### config.mk
export PLATFORM = sky130hd
export DESIGN_NAME = uart_top
export DESIGN_NICKNAME = d
export VERILOG_FILES = /design/src/include/uart_pkg.sv /design/src/uart_top.sv /design/src/uart_rx.sv
export SDC_FILE = /design/constraint.sdc
export NUM_CORES = 1
export LEC_CHECK = 0
export BUFFER_PORTS_ARGS = -buffer_cell sky130_fd_sc_hd__buf_2
export CAP_MARGIN = 40
export CORE_MARGIN = 5
export CORE_UTILIZATION = 49
export CTS_CLUSTER_SIZE = 25
export DETAILED_ROUTE_END_ITERATION = 16
export PLACE_DENSITY = 0.76
export REMOVE_ABC_BUFFERS = 1
export SYNTH_ARGS = -nofsm -noshare
export SYNTH_HDL_FRONTEND = slang
export SYNTH_SLANG_ARGS = --single-unit
### constraint.sdc
create_clock -name SYS_CLK_I -period 2.34 [get_ports SYS_CLK_I]
set_input_delay 0 -clock SYS_CLK_I [delete_from_list [all_inputs] [get_ports SYS_CLK_I]]
set_output_delay 0 -clock SYS_CLK_I [all_outputs]
set_load 0.05 [all_outputs]
### src/include/uart_pkg.sv
/*
 * Shared constants of the pin-controlled serial transceiver.
 * Assumes one system clock; the 16x bit clocks are edge-detected into enable pulses.
 */
package uart_pkg;
    localparam int OVERSAMPLE     = 16;
    localparam int HALF_BIT       = 8;
    localparam int HALF_STOP      = 8;
    localparam int CNT_W          = 5;
    localparam int DATA_W         = 8;
    localparam int LEN_W          = 2;
    localparam logic [LEN_W-1:0] LEN_5 = 2'h0;
    localparam logic [LEN_W-1:0] LEN_8 = 2'h3;
    localparam int BASE_LEN       = 5;
    localparam logic [5:0] CTRL_RESET = 6'h03;
    localparam int CTRL_LEN_LSB   = 0;
    localparam int CTRL_STOP      = 2;
    localparam int CTRL_PAR_DIS   = 3;
    localparam int CTRL_PAR_EVEN  = 4;
    localparam int IRQ_W          = 4;
    localparam int IRQ_TX_EMPTY   = 0;
    localparam int IRQ_RX_READY   = 1;
    localparam int IRQ_PAR_ERR    = 2;
    localparam int IRQ_FRAME_ERR  = 3;
    localparam logic [3:0] ADR_STATUS = 4'h0;
    localparam logic [3:0] ADR_CLEAR  = 4'h4;
    localparam logic [3:0] ADR_ENABLE = 4'h8;
    localparam logic [3:0] ADR_RXDATA = 4'hC;
endpackage

### src/uart_top.sv
/*
 * Pin-controlled asynchronous serial transceiver with Wishbone status.
 * Assumes a single system clock; the 16x transmit and receive clocks are
 * inputs synchronous to it and are turned into enable pulses here.
 */
// Register access over Wishbone and the placing of the registers were chosen for this implementation.
`timescale 1ns/1ps
// Operation
// - Character length five to eight bits.
// - Odd or even parity, or none.
// - One, two, or 1.5 stop bits.
// - Receiver deframes and checks parity, stop.
// - Transmitter adds start, parity, stop bits.
// - Low load strobe captures eight data inputs.
// - Unused upper data inputs are ignored.
// - Load rising edge clears holding empty.
// - Idle shifter takes character within one cycle.
// - Each bit spans sixteen transmit clock periods.
// - Second character waits for current frame end.
// - Waiting character follows back to back.
// - Length select pins encode five to eight.
// - Stop select high gives 1.5 or two.
// - Parity disable suppresses parity and error.
// - Control load pulse latches format settings.
module uart_top (
    input  wire logic       SYS_CLK_I,
    input  wire logic       SRST_I,
    input  wire logic [7:0] TX_PARALLEL_IN_I,
    input  wire logic       TX_HOLDING_LOAD_N_I,
    input  wire logic       TX_BIT_CLOCK_16X_I,
    input  wire logic       RX_BIT_CLOCK_16X_I,
    input  wire logic       RX_SERIAL_I,
    input  wire logic [1:0] CHAR_LENGTH_SEL_I,
    input  wire logic       STOP_BIT_SEL_I,
    input  wire logic       PARITY_DISABLE_I,
    input  wire logic       PARITY_EVEN_I,
    input  wire logic       CTRL_WORD_LOAD_I,
    input  wire logic       WB_CYC_I,
    input  wire logic       WB_STB_I,
    input  wire logic       WB_WE_I,
    input  wire logic [3:0] WB_ADR_I,
    input  wire logic [3:0] WB_SEL_I,
    input  wire logic [31:0] WB_DAT_I,
    output logic [31:0]     WB_DAT_O,
    output logic            WB_ACK_O,
    output logic            SERIAL_TX_OUT_O,
    output logic            TX_HOLDING_EMPTY_O,
    output logic            TX_SHIFT_EMPTY_O,
    output logic [7:0]      RX_DATA_O,
    output logic            PARITY_ERR_O,
    output logic            FRAME_ERR_O,
    output logic            IRQ_O
);
    typedef enum logic [2:0] {
        TX_IDLE  = 3'b000,
        TX_START = 3'b001,
        TX_DATA  = 3'b010,
        TX_PAR   = 3'b011,
        TX_STOP  = 3'b100
    } tx_state_e;

    ////////////////////////////////////////////////////////////////////
    // Control word and clock enables.
    logic [5:0] ctrl_reg;
    logic       load_n_prev_reg;
    logic       txc_prev_reg;
    logic       rxc_prev_reg;
    logic [7:0] hold_reg;
    logic       hold_full_reg;
    wire        tx_tick = TX_BIT_CLOCK_16X_I & ~txc_prev_reg;
    wire        rx_tick = RX_BIT_CLOCK_16X_I & ~rxc_prev_reg;
    wire        load_rise = TX_HOLDING_LOAD_N_I & ~load_n_prev_reg;
    wire [1:0]  len = ctrl_reg[uart_pkg::CTRL_LEN_LSB +: 2];
    wire        two_stop = ctrl_reg[uart_pkg::CTRL_STOP];
    wire        par_dis = ctrl_reg[uart_pkg::CTRL_PAR_DIS];
    wire        par_even = ctrl_reg[uart_pkg::CTRL_PAR_EVEN];
    wire [7:0]  len_mask = 8'hFF >> (2'h3 - len);

    always_ff @(posedge SYS_CLK_I) begin
        if (SRST_I) begin
            ctrl_reg        <= uart_pkg::CTRL_RESET;
            load_n_prev_reg <= 1'b1;
            txc_prev_reg    <= 1'b0;
            rxc_prev_reg    <= 1'b0;
            hold_reg        <= 8'h00;
        end else begin
            load_n_prev_reg <= TX_HOLDING_LOAD_N_I;
            txc_prev_reg    <= TX_BIT_CLOCK_16X_I;
            rxc_prev_reg    <= RX_BIT_CLOCK_16X_I;
            if (CTRL_WORD_LOAD_I) begin
                ctrl_reg <= {1'b0, PARITY_EVEN_I, PARITY_DISABLE_I,
                             STOP_BIT_SEL_I, CHAR_LENGTH_SEL_I};
            end
            if (!TX_HOLDING_LOAD_N_I) begin
                hold_reg <= TX_PARALLEL_IN_I & len_mask;
            end
        end
    end

    ////////////////////////////////////////////////////////////////////
    // Transmitter: holding buffer and shift sequencer.
    tx_state_e  tx_state_reg;
    logic [7:0] shift_reg;
    logic [3:0] tick_cnt_reg;
    logic [2:0] bit_idx_reg;
    logic       par_reg;
    logic       half_stop_reg;
    logic       tx_out_reg;
    wire        shifter_free = (tx_state_reg == TX_IDLE);
    wire        bit_end = tx_tick & (tick_cnt_reg == 4'hF);
    wire        half_end = tx_tick
                           & (tick_cnt_reg == 4'(uart_pkg::HALF_STOP - 1));
    wire [2:0]  last_idx = 3'(uart_pkg::BASE_LEN - 1) + {1'b0, len};
    wire        transfer = hold_full_reg & ~load_rise & shifter_free;
    wire        stop_done = (tx_state_reg == TX_STOP)
                            & ((half_stop_reg && len == uart_pkg::LEN_5)
                               ? half_end : bit_end);
    wire        stop_more = two_stop & ~half_stop_reg;

    always_ff @(posedge SYS_CLK_I) begin
        if (SRST_I) begin
            hold_full_reg <= 1'b0;
            tx_state_reg  <= TX_IDLE;
            shift_reg     <= 8'h00;
            tick_cnt_reg  <= 4'h0;
            bit_idx_reg   <= 3'h0;
            par_reg       <= 1'b0;
            half_stop_reg <= 1'b0;
            tx_out_reg    <= 1'b1;
        end else begin
            if (load_rise) begin
                hold_full_reg <= 1'b1;
            end else if (transfer) begin
                hold_full_reg <= 1'b0;
            end
            if (tx_tick) begin
                tick_cnt_reg <= tick_cnt_reg + 4'h1;
            end
            case (tx_state_reg)
                TX_IDLE: begin
                    tx_out_reg <= 1'b1;
                    if (transfer) begin
                        shift_reg    <= hold_reg;
                        par_reg      <= ^hold_reg ^ ~par_even;
                        tick_cnt_reg <= 4'h0;
                        bit_idx_reg  <= 3'h0;
                        tx_out_reg   <= 1'b0;
                        tx_state_reg <= TX_START;
                    end
                end
                TX_START: begin
                    if (bit_end) begin
                        tx_out_reg   <= shift_reg[0];
                        tx_state_reg <= TX_DATA;
                    end
                end
                TX_DATA: begin
                    if (bit_end) begin
                        shift_reg   <= {1'b0, shift_reg[7:1]};
                        bit_idx_reg <= bit_idx_reg + 3'h1;
                        if (bit_idx_reg != last_idx) begin
                            tx_out_reg <= shift_reg[1];
                        end else if (!par_dis) begin
                            tx_out_reg   <= par_reg;
                            tx_state_reg <= TX_PAR;
                        end else begin
                            tx_out_reg    <= 1'b1;
                            half_stop_reg <= 1'b0;
                            tx_state_reg  <= TX_STOP;
                        end
                    end
                end
                TX_PAR: begin
                    if (bit_end) begin
                        tx_out_reg    <= 1'b1;
                        half_stop_reg <= 1'b0;
                        tx_state_reg  <= TX_STOP;
                    end
                end
                TX_STOP: begin
                    if (stop_done) begin
                        tick_cnt_reg <= 4'h0;
                        if (stop_more) begin
                            half_stop_reg <= 1'b1;
                        end else begin
                            tx_state_reg <= TX_IDLE;
                        end
                    end
                end
                default: tx_state_reg <= TX_IDLE;
            endcase
        end
    end

    assign SERIAL_TX_OUT_O    = tx_out_reg;
    assign TX_HOLDING_EMPTY_O = ~hold_full_reg;
    assign TX_SHIFT_EMPTY_O   = shifter_free;

    ////////////////////////////////////////////////////////////////////
    // Receiver.
    logic       rx_done;
    logic       rx_perr;
    logic       rx_ferr;
    uart_rx u_rx (
        .clk_i      (SYS_CLK_I),
        .rst_i      (SRST_I),
        .tick_i     (rx_tick),
        .rx_i       (RX_SERIAL_I),
        .len_i      (len),
        .par_dis_i  (par_dis),
        .par_even_i (par_even),
        .data_o     (RX_DATA_O),
        .done_o     (rx_done),
        .par_err_o  (rx_perr),
        .frame_err_o(rx_ferr)
    );
    assign PARITY_ERR_O = rx_perr & ~par_dis;
    assign FRAME_ERR_O  = rx_ferr;

    ////////////////////////////////////////////////////////////////////
    // Wishbone slave with sticky event status.
    logic [3:0] status_reg;
    logic [3:0] enable_reg;
    logic       ack_reg;
    logic [31:0] dat_reg;
    wire        req = WB_CYC_I & WB_STB_I & ~ack_reg;
    wire        wr  = req & WB_WE_I & WB_SEL_I[0];
    wire        clr_hit = wr & (WB_ADR_I == uart_pkg::ADR_CLEAR);
    wire        en_hit  = wr & (WB_ADR_I == uart_pkg::ADR_ENABLE);
    wire [3:0]  events  = {rx_done & rx_ferr, rx_done & rx_perr & ~par_dis,
                           rx_done, transfer};
    wire [3:0]  clr_bits = clr_hit ? WB_DAT_I[3:0] : 4'h0;
    wire [31:0] rd_data =
        (WB_ADR_I == uart_pkg::ADR_STATUS) ? {28'h0, status_reg} :
        (WB_ADR_I == uart_pkg::ADR_ENABLE) ? {28'h0, enable_reg} :
        (WB_ADR_I == uart_pkg::ADR_RXDATA) ? {24'h0, RX_DATA_O} :
        32'h0;

    always_ff @(posedge SYS_CLK_I) begin
        if (SRST_I) begin
            status_reg <= 4'h0;
            enable_reg <= 4'h0;
            ack_reg    <= 1'b0;
            dat_reg    <= 32'h0;
        end else begin
            ack_reg    <= req;
            dat_reg    <= req ? rd_data : 32'h0;
            status_reg <= (status_reg & ~clr_bits) | events;
            if (en_hit) begin
                enable_reg <= WB_DAT_I[3:0];
            end
        end
    end

    assign WB_ACK_O = ack_reg;
    assign WB_DAT_O = dat_reg;
    assign IRQ_O    = |(status_reg & enable_reg);

    ////////////////////////////////////////////////////////////////////
    // Checks.
    a_load_clears_empty: assert property (@(posedge SYS_CLK_I)
        disable iff (SRST_I) load_rise |=> !TX_HOLDING_EMPTY_O)
        else $error("holding empty not cleared by load");
    a_idle_transfer: assert property (@(posedge SYS_CLK_I)
        disable iff (SRST_I) load_rise && shifter_free
        |=> ##[0:1] !TX_SHIFT_EMPTY_O)
        else $error("idle shifter did not take character");
    a_start_low: assert property (@(posedge SYS_CLK_I)
        disable iff (SRST_I) $rose(tx_state_reg == TX_START)
        |-> !SERIAL_TX_OUT_O)
        else $error("start bit not low");
    a_idle_high: assert property (@(posedge SYS_CLK_I)
        disable iff (SRST_I) (tx_state_reg == TX_IDLE) && !transfer
        |=> SERIAL_TX_OUT_O || !TX_SHIFT_EMPTY_O)
        else $error("line not idle high");
    a_hold_waits: assert property (@(posedge SYS_CLK_I)
        disable iff (SRST_I) hold_full_reg && !shifter_free
        |=> hold_full_reg)
        else $error("waiting character lost");
    a_back_to_back: assert property (@(posedge SYS_CLK_I)
        disable iff (SRST_I) stop_done && !stop_more && hold_full_reg
        |=> ##1 !TX_SHIFT_EMPTY_O)
        else $error("no back to back transfer");
    a_parity_off: assert property (@(posedge SYS_CLK_I)
        disable iff (SRST_I) rx_done && par_dis |-> !rx_perr)
        else $error("parity error while disabled");
    a_no_par_state: assert property (@(posedge SYS_CLK_I)
        disable iff (SRST_I) par_dis && tx_state_reg == TX_DATA
        |=> tx_state_reg != TX_PAR)
        else $error("parity sent while disabled");
    a_ctrl_latch: assert property (@(posedge SYS_CLK_I)
        disable iff (SRST_I) CTRL_WORD_LOAD_I
        |=> len == $past(CHAR_LENGTH_SEL_I))
        else $error("control word not latched");
    c_frame_sent: cover property (@(posedge SYS_CLK_I)
        stop_done && !stop_more);
    c_char_rx: cover property (@(posedge SYS_CLK_I) rx_done);
    c_back_to_back: cover property (@(posedge SYS_CLK_I)
        stop_done && hold_full_reg);
endmodule

### src/uart_rx.sv
/*
 * Receive path: deframes one character at a time on 16x enable pulses.
 * Assumes the serial input is synchronous to the system clock.
 */
`timescale 1ns/1ps
module uart_rx (
    input  wire logic       clk_i,
    input  wire logic       rst_i,
    input  wire logic       tick_i,
    input  wire logic       rx_i,
    input  wire logic [1:0] len_i,
    input  wire logic       par_dis_i,
    input  wire logic       par_even_i,
    output logic [7:0]      data_o,
    output logic            done_o,
    output logic            par_err_o,
    output logic            frame_err_o
);
    typedef enum logic [1:0] {
        RX_IDLE  = 2'b00,
        RX_START = 2'b01,
        RX_BITS  = 2'b10,
        RX_STOP  = 2'b11
    } rx_state_e;

    rx_state_e   state_reg;
    logic [4:0]  cnt_reg;
    logic [3:0]  idx_reg;
    logic [8:0]  shift_reg;
    wire  [3:0]  nbits = 4'(uart_pkg::BASE_LEN) + {2'h0, len_i}
                         + {3'h0, ~par_dis_i};
    wire         mid   = (cnt_reg == 5'(uart_pkg::HALF_BIT - 1));
    wire         full  = (cnt_reg == 5'(uart_pkg::OVERSAMPLE - 1));
    wire  [7:0]  dmask = 8'hFF >> (2'h3 - len_i);
    wire  [8:0]  dfix  = (shift_reg >> (4'h9 - nbits)) & 9'h0FF;
    wire         pbit  = shift_reg[8];
    wire         pcalc = ^(dfix[7:0] & dmask) ^ ~par_even_i;

    always_ff @(posedge clk_i) begin
        done_o <= 1'b0;
        if (rst_i) begin
            state_reg   <= RX_IDLE;
            cnt_reg     <= 5'h00;
            idx_reg     <= 4'h0;
            shift_reg   <= 9'h000;
            data_o      <= 8'h00;
            par_err_o   <= 1'b0;
            frame_err_o <= 1'b0;
        end else if (tick_i) begin
            cnt_reg <= cnt_reg + 5'h01;
            case (state_reg)
                RX_IDLE: begin
                    cnt_reg <= 5'h00;
                    if (!rx_i) begin
                        state_reg <= RX_START;
                    end
                end
                RX_START: begin
                    if (mid) begin
                        cnt_reg   <= 5'h00;
                        idx_reg   <= 4'h0;
                        state_reg <= rx_i ? RX_IDLE : RX_BITS;
                    end
                end
                RX_BITS: begin
                    if (full) begin
                        cnt_reg   <= 5'h00;
                        shift_reg <= {rx_i, shift_reg[8:1]};
                        idx_reg   <= idx_reg + 4'h1;
                        if (idx_reg == nbits - 4'h1) begin
                            state_reg <= RX_STOP;
                        end
                    end
                end
                RX_STOP: begin
                    if (full) begin
                        state_reg   <= RX_IDLE;
                        done_o      <= 1'b1;
                        data_o      <= dfix[7:0] & dmask;
                        frame_err_o <= ~rx_i;
                        par_err_o   <= ~par_dis_i
                                       & (pbit != pcalc);
                    end
                end
                default: state_reg <= RX_IDLE;
            endcase
        end
    end
endmodule

[Word level (Yosys, flattened, before mapping)]
Index checks and enable logic that the tools add are counted.
Word-level totals
  register bits after elaboration: 110
  bits of input ports: 63
  logic and storage cells: 192
Operators by class
  equal/unequal tests: 31
  shift operators: 2
  bitwise operators: 42
  $add $sub $neg: 10
  mux-type cells: 54
  reductions and logical operators: 26
Operator list (count)
  $mux W4: 9
  $mux W3: 10
  $and A1 B1 Y1: 20
  $ne A2 B2 Y1 const B: 9
  $and A8 B8 Y8: 2
  $mux W1: 16
  $mux W8: 2
  $pmux W4 S2: 2
  $pmux W8 S2: 1
  $reduce_xor A8 Y1: 2
  $pmux W3 S5: 1
  $pmux W5 S3: 1
  $not A1 Y1: 14
  $reduce_and A7 Y1: 2
  $eq A4 B4 Y1 const B: 3
  $mux W2: 6
  $mux W5: 2
  $ne A2 B1 Y1 const B: 5
  $reduce_and A3 Y1: 3
  $shr A9 B4 Y8: 1
  $add A4 B1 Y4 const B: 2
  $and A4 B4 Y4: 2
  $eq A4 B3 Y1 const B: 2
  $pmux W2 S4: 1
  39 further kinds: 47

[Depth between registers and ports, before layout]
  word-level depth: 9
  gate-level depth with buffers: 12
  mapped depth without buffers: 11

[Hierarchy]
From an unflattened synthesis, not the netlist that was laid out.
Unflattened totals
  cell total of the unflattened synthesis: 534
  area total of the unflattened synthesis: 4564.4 µm²
Modules (own cells, without submodules)
  uart_top: instances 1, sequential area each 1101.1 µm², cells an instance 311, area an instance 2743.9 µm²
  uart_rx: instances 1, sequential area each 620.6 µm², cells an instance 223, area an instance 1820.5 µm²

[Worst setup path before layout]
No wires, ideal clock.
  path kind: reg2reg
  start point: reg tx_state_reg[0]
  end point: reg tick_cnt_reg[0]
  arrival time: 2497 ps
  setup time: 121 ps
  stages on the path, launching flop included: 8
  clock period less this slack: 2618 ps
  path buffers: 2
  path slack: -278 ps
  cell sequence: dfxtp_1 > buf_4 > nor3_1 > and3_1 > buf_2 > nor2_1 > o21ai_1 > nor2_1
On the way
  longest elaborated chain between the ends: 4
Ends and longest elaborated chain
  start, declared: line uart_top.sv:102  | tx_state_e tx_state_reg;
  start signal, assigned: line uart_top.sv:123  | tx_state_reg <= TX_IDLE;
  start signal, assigned: line uart_top.sv:148  | tx_state_reg <= TX_START;
  start signal, assigned: line uart_top.sv:154  | tx_state_reg <= TX_DATA;
  $logic_not A3 Y1 (*): line uart_top.sv:109  | wire shifter_free = (tx_state_reg == TX_IDLE);
  via TX_SHIFT_EMPTY_O: line uart_top.sv:48  | output logic TX_SHIFT_EMPTY_O,
  $and A1 B1 Y1: line uart_top.sv:114  | wire transfer = hold_full_reg & ~load_rise & shifter_free;
  $mux W4: line uart_top.sv:142  | if (transfer) begin
  $pmux W4 S2 (*): line uart_top.sv:139  | case (tx_state_reg)
  end signal, assigned: line uart_top.sv:137  | tick_cnt_reg <= tick_cnt_reg + 4'h1;
  end, declared: line uart_top.sv:104  | logic [3:0] tick_cnt_reg;
The timed path passes the listed nets; every way through them passes the cells marked *.
A chain may end at the register's enable or synchronous reset.

[Worst setup path after layout]
  start point: reg ctrl_reg[0]
  end point: reg u_rx.par_err_o
On the way
  longest elaborated chain between the ends: 9
Ends and longest elaborated chain
  start, declared: line uart_top.sv:64  | logic [5:0] ctrl_reg;
  start signal, assigned: line uart_top.sv:81  | ctrl_reg <= uart_pkg::CTRL_RESET;
  start signal, assigned: line uart_top.sv:91  | ctrl_reg <= {1'b0, PARITY_EVEN_I, PARITY_DISABLE_I,
  $add A3 B2 Y4: line uart_rx.sv:30  | wire [3:0] nbits = 4'(uart_pkg::BASE_LEN) + {2'h0, len_i}
  $add A4 B1 Y4: line uart_rx.sv:31  | + {3'h0, ~par_dis_i};
  $sub A4 B4 Y4: line uart_rx.sv:35  | wire [8:0] dfix = (shift_reg >> (4'h9 - nbits)) & 9'h0FF;
  $shr A9 B4 Y8: line uart_rx.sv:35
  $and A8 B8 Y8 (*): line uart_rx.sv:37  | wire pcalc = ^(dfix[7:0] & dmask) ^ ~par_even_i;
  $reduce_xor A8 Y1 (*): line uart_rx.sv:37
  $xor A1 B1 Y1 (*): line uart_rx.sv:37
  $ne A1 B1 Y1 (*): line uart_rx.sv:82  | & (pbit != pcalc);
  $and A1 B1 Y1 (*): line uart_rx.sv:82
  end signal, assigned: line uart_rx.sv:81  | par_err_o <= ~par_dis_i
  end, declared: line uart_rx.sv:16  | output logic par_err_o,
Mark *: on every way between the ends. The rest lies on a longest branch, timed or not.

==> flow_metrics.py <==
metrics = {
    "cts": {
        "cts_num_sinks": 86,
        "clk_pin_slew_ps": 90,
        "htreeDepth": 3,
        "clk_latency_ps": 360,
        "cts-root-buf": "clkbuf_8",
        "cts_buffers": 9,
        "clk_path_buf_depth": 2,
        "cts_tree": "done",
    },
    "setup_path": {
        "crit_family": "adder cells",
        "path_max_fanout": 5,
        "critPathMaxStageDelay_ps": 350,
        "startpoint_type": "flip-flop",
        "arrival_ps": 2590,
        "critPathSlowestCell": "dfxtp_2",
        "path_cells": "inv_2 -> ha_4 -> ha_4 -> mux2i_4 -> o221ai_2 -> o211ai_1 -> buf_4 -> xor2_2 -> xnor3_2 -> mux2i_1 -> nand2_1",
        "setup.worst_path.end_class": "flip-flop",
        "cp_num_buf_inv": 2,
        "crit_type": "reg -> reg",
        "cp_data_required_time_ps": 2600,
        "cpMostUsedCell": "ha_4",
    },
    "final_layout": {
        "diodes": 0,
        "final_nets": 745,
        "syn_to_final_growth_pct": 22.8,
        "final_common_cell": "dfxtp_1",
        "nFillCells": 812,
        "post-route-util_pct": 61.1,
        "layout_common_cells": "dfxtp_1 (84), nand2_1 (67), nor2_1 (66)",
        "largest_reg_flops": 9,
        "layout-drive-gt1-share_pct": 23.0,
    },
    "logic_synthesis": {
        "synthesis.area_mm2": 0.00479,
        "avgSynthCellArea_um2": 8.49,
        "synth_top_area_share_pct": 35.9,
        "synth-main-ff-cell": "dfxtp_1",
        "netlist_instances": 565,
        "synth.largest_area_cell": "dfxtp_1",
        "synth-simple-area-share_pct": 23.3,
        "synth_top_family_by_area": "simple AND/OR/NAND/NOR gates",
        "synth_mux_area_share_pct": 7.78,
        "post_synth_num_cell_types": 64,
        "synthTopCellsByArea": "dfxtp_1 (36%), mux2i_1 (5.4%), nand2_1 (5.2%), nor2_1 (5.2%), buf_4 (4.9%)",
        "seq_area_frac_synth_pct": 35.9,
        "yosys_warnings": 0,
        "synth_fa_ha_area_share_pct": 4.44,
        "async_flop_share_pct": 0,
        "synth-edff-count": 0,
        "ys_seq_elements": 86,
        "synth_xor_area_share_pct": 4.88,
        "synth_compound_area_share_pct": 14.1,
    },
    "timing": {
        "slew_viol_final": 0,
        "hold_slack_ps": 14.7,
        "setup_viol": 0,
        "max_freq_mhz": 428,
        "fin_skew_ps": 10.8,
        "fin_crit_sh_pct": 100,
        "hold_viol": 0,
        "max-slew-margin-rel_pct": 60.9,
        "period_minus_slack_ps": 2340,
        "worst_pin_slew_ps": 585,
        "rsz0062_at_grt": "true",
    },
    "routing": {
        "drc_errors": 0,
        "vias": 4322,
        "wirelength_um": 11900,
        "drt_iter0_markers": 253,
        "ant_nets": 0,
        "routed_via_density": 5.38,
        "wl_per_cell_um": 14.8,
        "first_pass_iters": 4,
    },
    "run_status": {
        "status": "complete, no violations",
    },
    "global_route": {
        "grt_pass1_wl_um": 18500,
        "antenna_found_initial": 0,
        "grtUsageTotal_pct": 19.2,
        "grt_max_degree": 42,
        "grt-ovfl-total": 0,
        "grt_pass1_vias": 4019,
    },
    "power_and_ir_drop": {
        "power.switching_w": 0.00126,
        "swShare_pct": 34.6,
        "power.internal_w": 0.00238,
        "combPwrFrac_pct": 30.1,
        "power_density_mw_per_mm2": 619,
        "power_w": 0.00364,
        "power_frac_seq_pct": 43.4,
        "ir_worst_vdd_mv": 0.319,
        "p_leak_nw": 2.41,
        "power_frac_clock_pct": 26.5,
    },
    "floorplanning": {
        "die_x_um": 109,
        "boundaryPins": 110,
        "coreArea_mm2": 0.00964,
        "die_y_um": 109,
        "fp-row-count": 36,
        "start_util_pct": 49.7,
        "dieArea_mm2": 0.0119,
    },
    "placement": {
        "io_buffers": 54,
        "place_congestion": 0.895,
        "place_hpwl_um": 8130,
    },
    "flow_run": {
        "maxCapViolCount": 0,
    },
    "min_path": {
        "hp-class": "in -> reg",
    },
}
-- power by group through the flow --
stage / clock network [W] / logic (W) / registers, W
final: 0.000965 / 0.00110 / 0.00158
after global routing: 0.00106 / 0.00118 / 0.00159
after CTS: 0.000993 / 0.00106 / 0.00158
after detailed placement: 0 / 0.000993 / 0.00161
after global placement: 0 / 0.000973 / 0.00161
after floorplan: 0 / 0.000631 / 0.00166
-- per-stage QoR --
step	setup TNS, ps	setup WS (ps)	cells	instance area (um2)
global placement	-58.9	-45.9	755	5210
finish	0	0.989	803	5890
global route	-83.4	-83.4	803	5890
detailed placement	-199	-125	755	5210
CTS	-24.1	-24.1	802	5770
floorplan	-2990	-468	530	4490
-- layer usage --
layer / wire, um / track usage [%]
met4: 354 / 8.57
met2: 5690 / 32.4
met3: 757 / 3.14
met5: 0 / 0
met1: 5080 / 24.1
-- cells in the mapped netlist (all sizes together), types with 10 or more instances --
library cell	instances
dfxtp	86
nor2	68
nand2	67
buf	44
a21oi	40
mux2i	26
nand3	25
ha	17
inv	17
clkbuf	14
nor3	14
o21ai	14
xnor2	14
xor2	10
-- layout make-up --
type / count / area (um2) / share of cell area (%)
well taps: 133 / 166 / 2.83
clock inverters: 6 / 45.0 / 0.765
inverters: 18 / 71.3 / 1.21
multi-input cells: 426 / 2860 / 48.5
flip-flops and latches: 86 / 1720 / 29.3
clock buffers: 10 / 138 / 2.34
repair buffers: 124 / 886 / 15.0
-- worst register-to-register path: stages, from the launching register on --
cell      delay [ps]
dfxtp_2          350
inv_2             50
ha_4             180
ha_4             330
mux2i_4          280
o221ai_2         140
o211ai_1         120
buf_4            180
xor2_2           140
xnor3_2          260
mux2i_1          160
nand2_1           60
-- kinds of logic after synthesis --
family / Yosys count
mux: 31
simple gates: 230
fa+ha+maj: 17
buf+inv: 76
other cells: 1
flops: 86
xor+xnor: 25
compound gates: 99
-- timing repair --
action,in CTS,in global routing
endpoints found under the hold margin,30,0
pin swaps,5,7
endpoints found under the setup margin,2,2
hold buffers,28,0
setup buffers,3,1
resized for setup,14,22
-- worst paths after layout --
| kind | start | end | slack, ps | depth (start not counted) |
|---|---|---|---|---|
| worst max register to register | ctrl_reg[0]$_SDFFE_PP1P_ | u_rx.par_err_o$_SDFFE_PP0P_ | 1 | 11 |
| worst min register to register | u_rx.shift_reg[0]$_SDFFE_PP0P_ | u_rx.shift_reg[0]$_SDFFE_PP0P_ | 460 | 2 |
| worst min-delay path | WB_ADR_I[1] | WB_DAT_O[3]$_SDFF_PP0_ | 10 | 4 |
| worst max-delay path | ctrl_reg[0]$_SDFFE_PP1P_ | u_rx.par_err_o$_SDFFE_PP0P_ | 1 | 11 |
No activity file was read; power rests on OpenSTA's default activity.
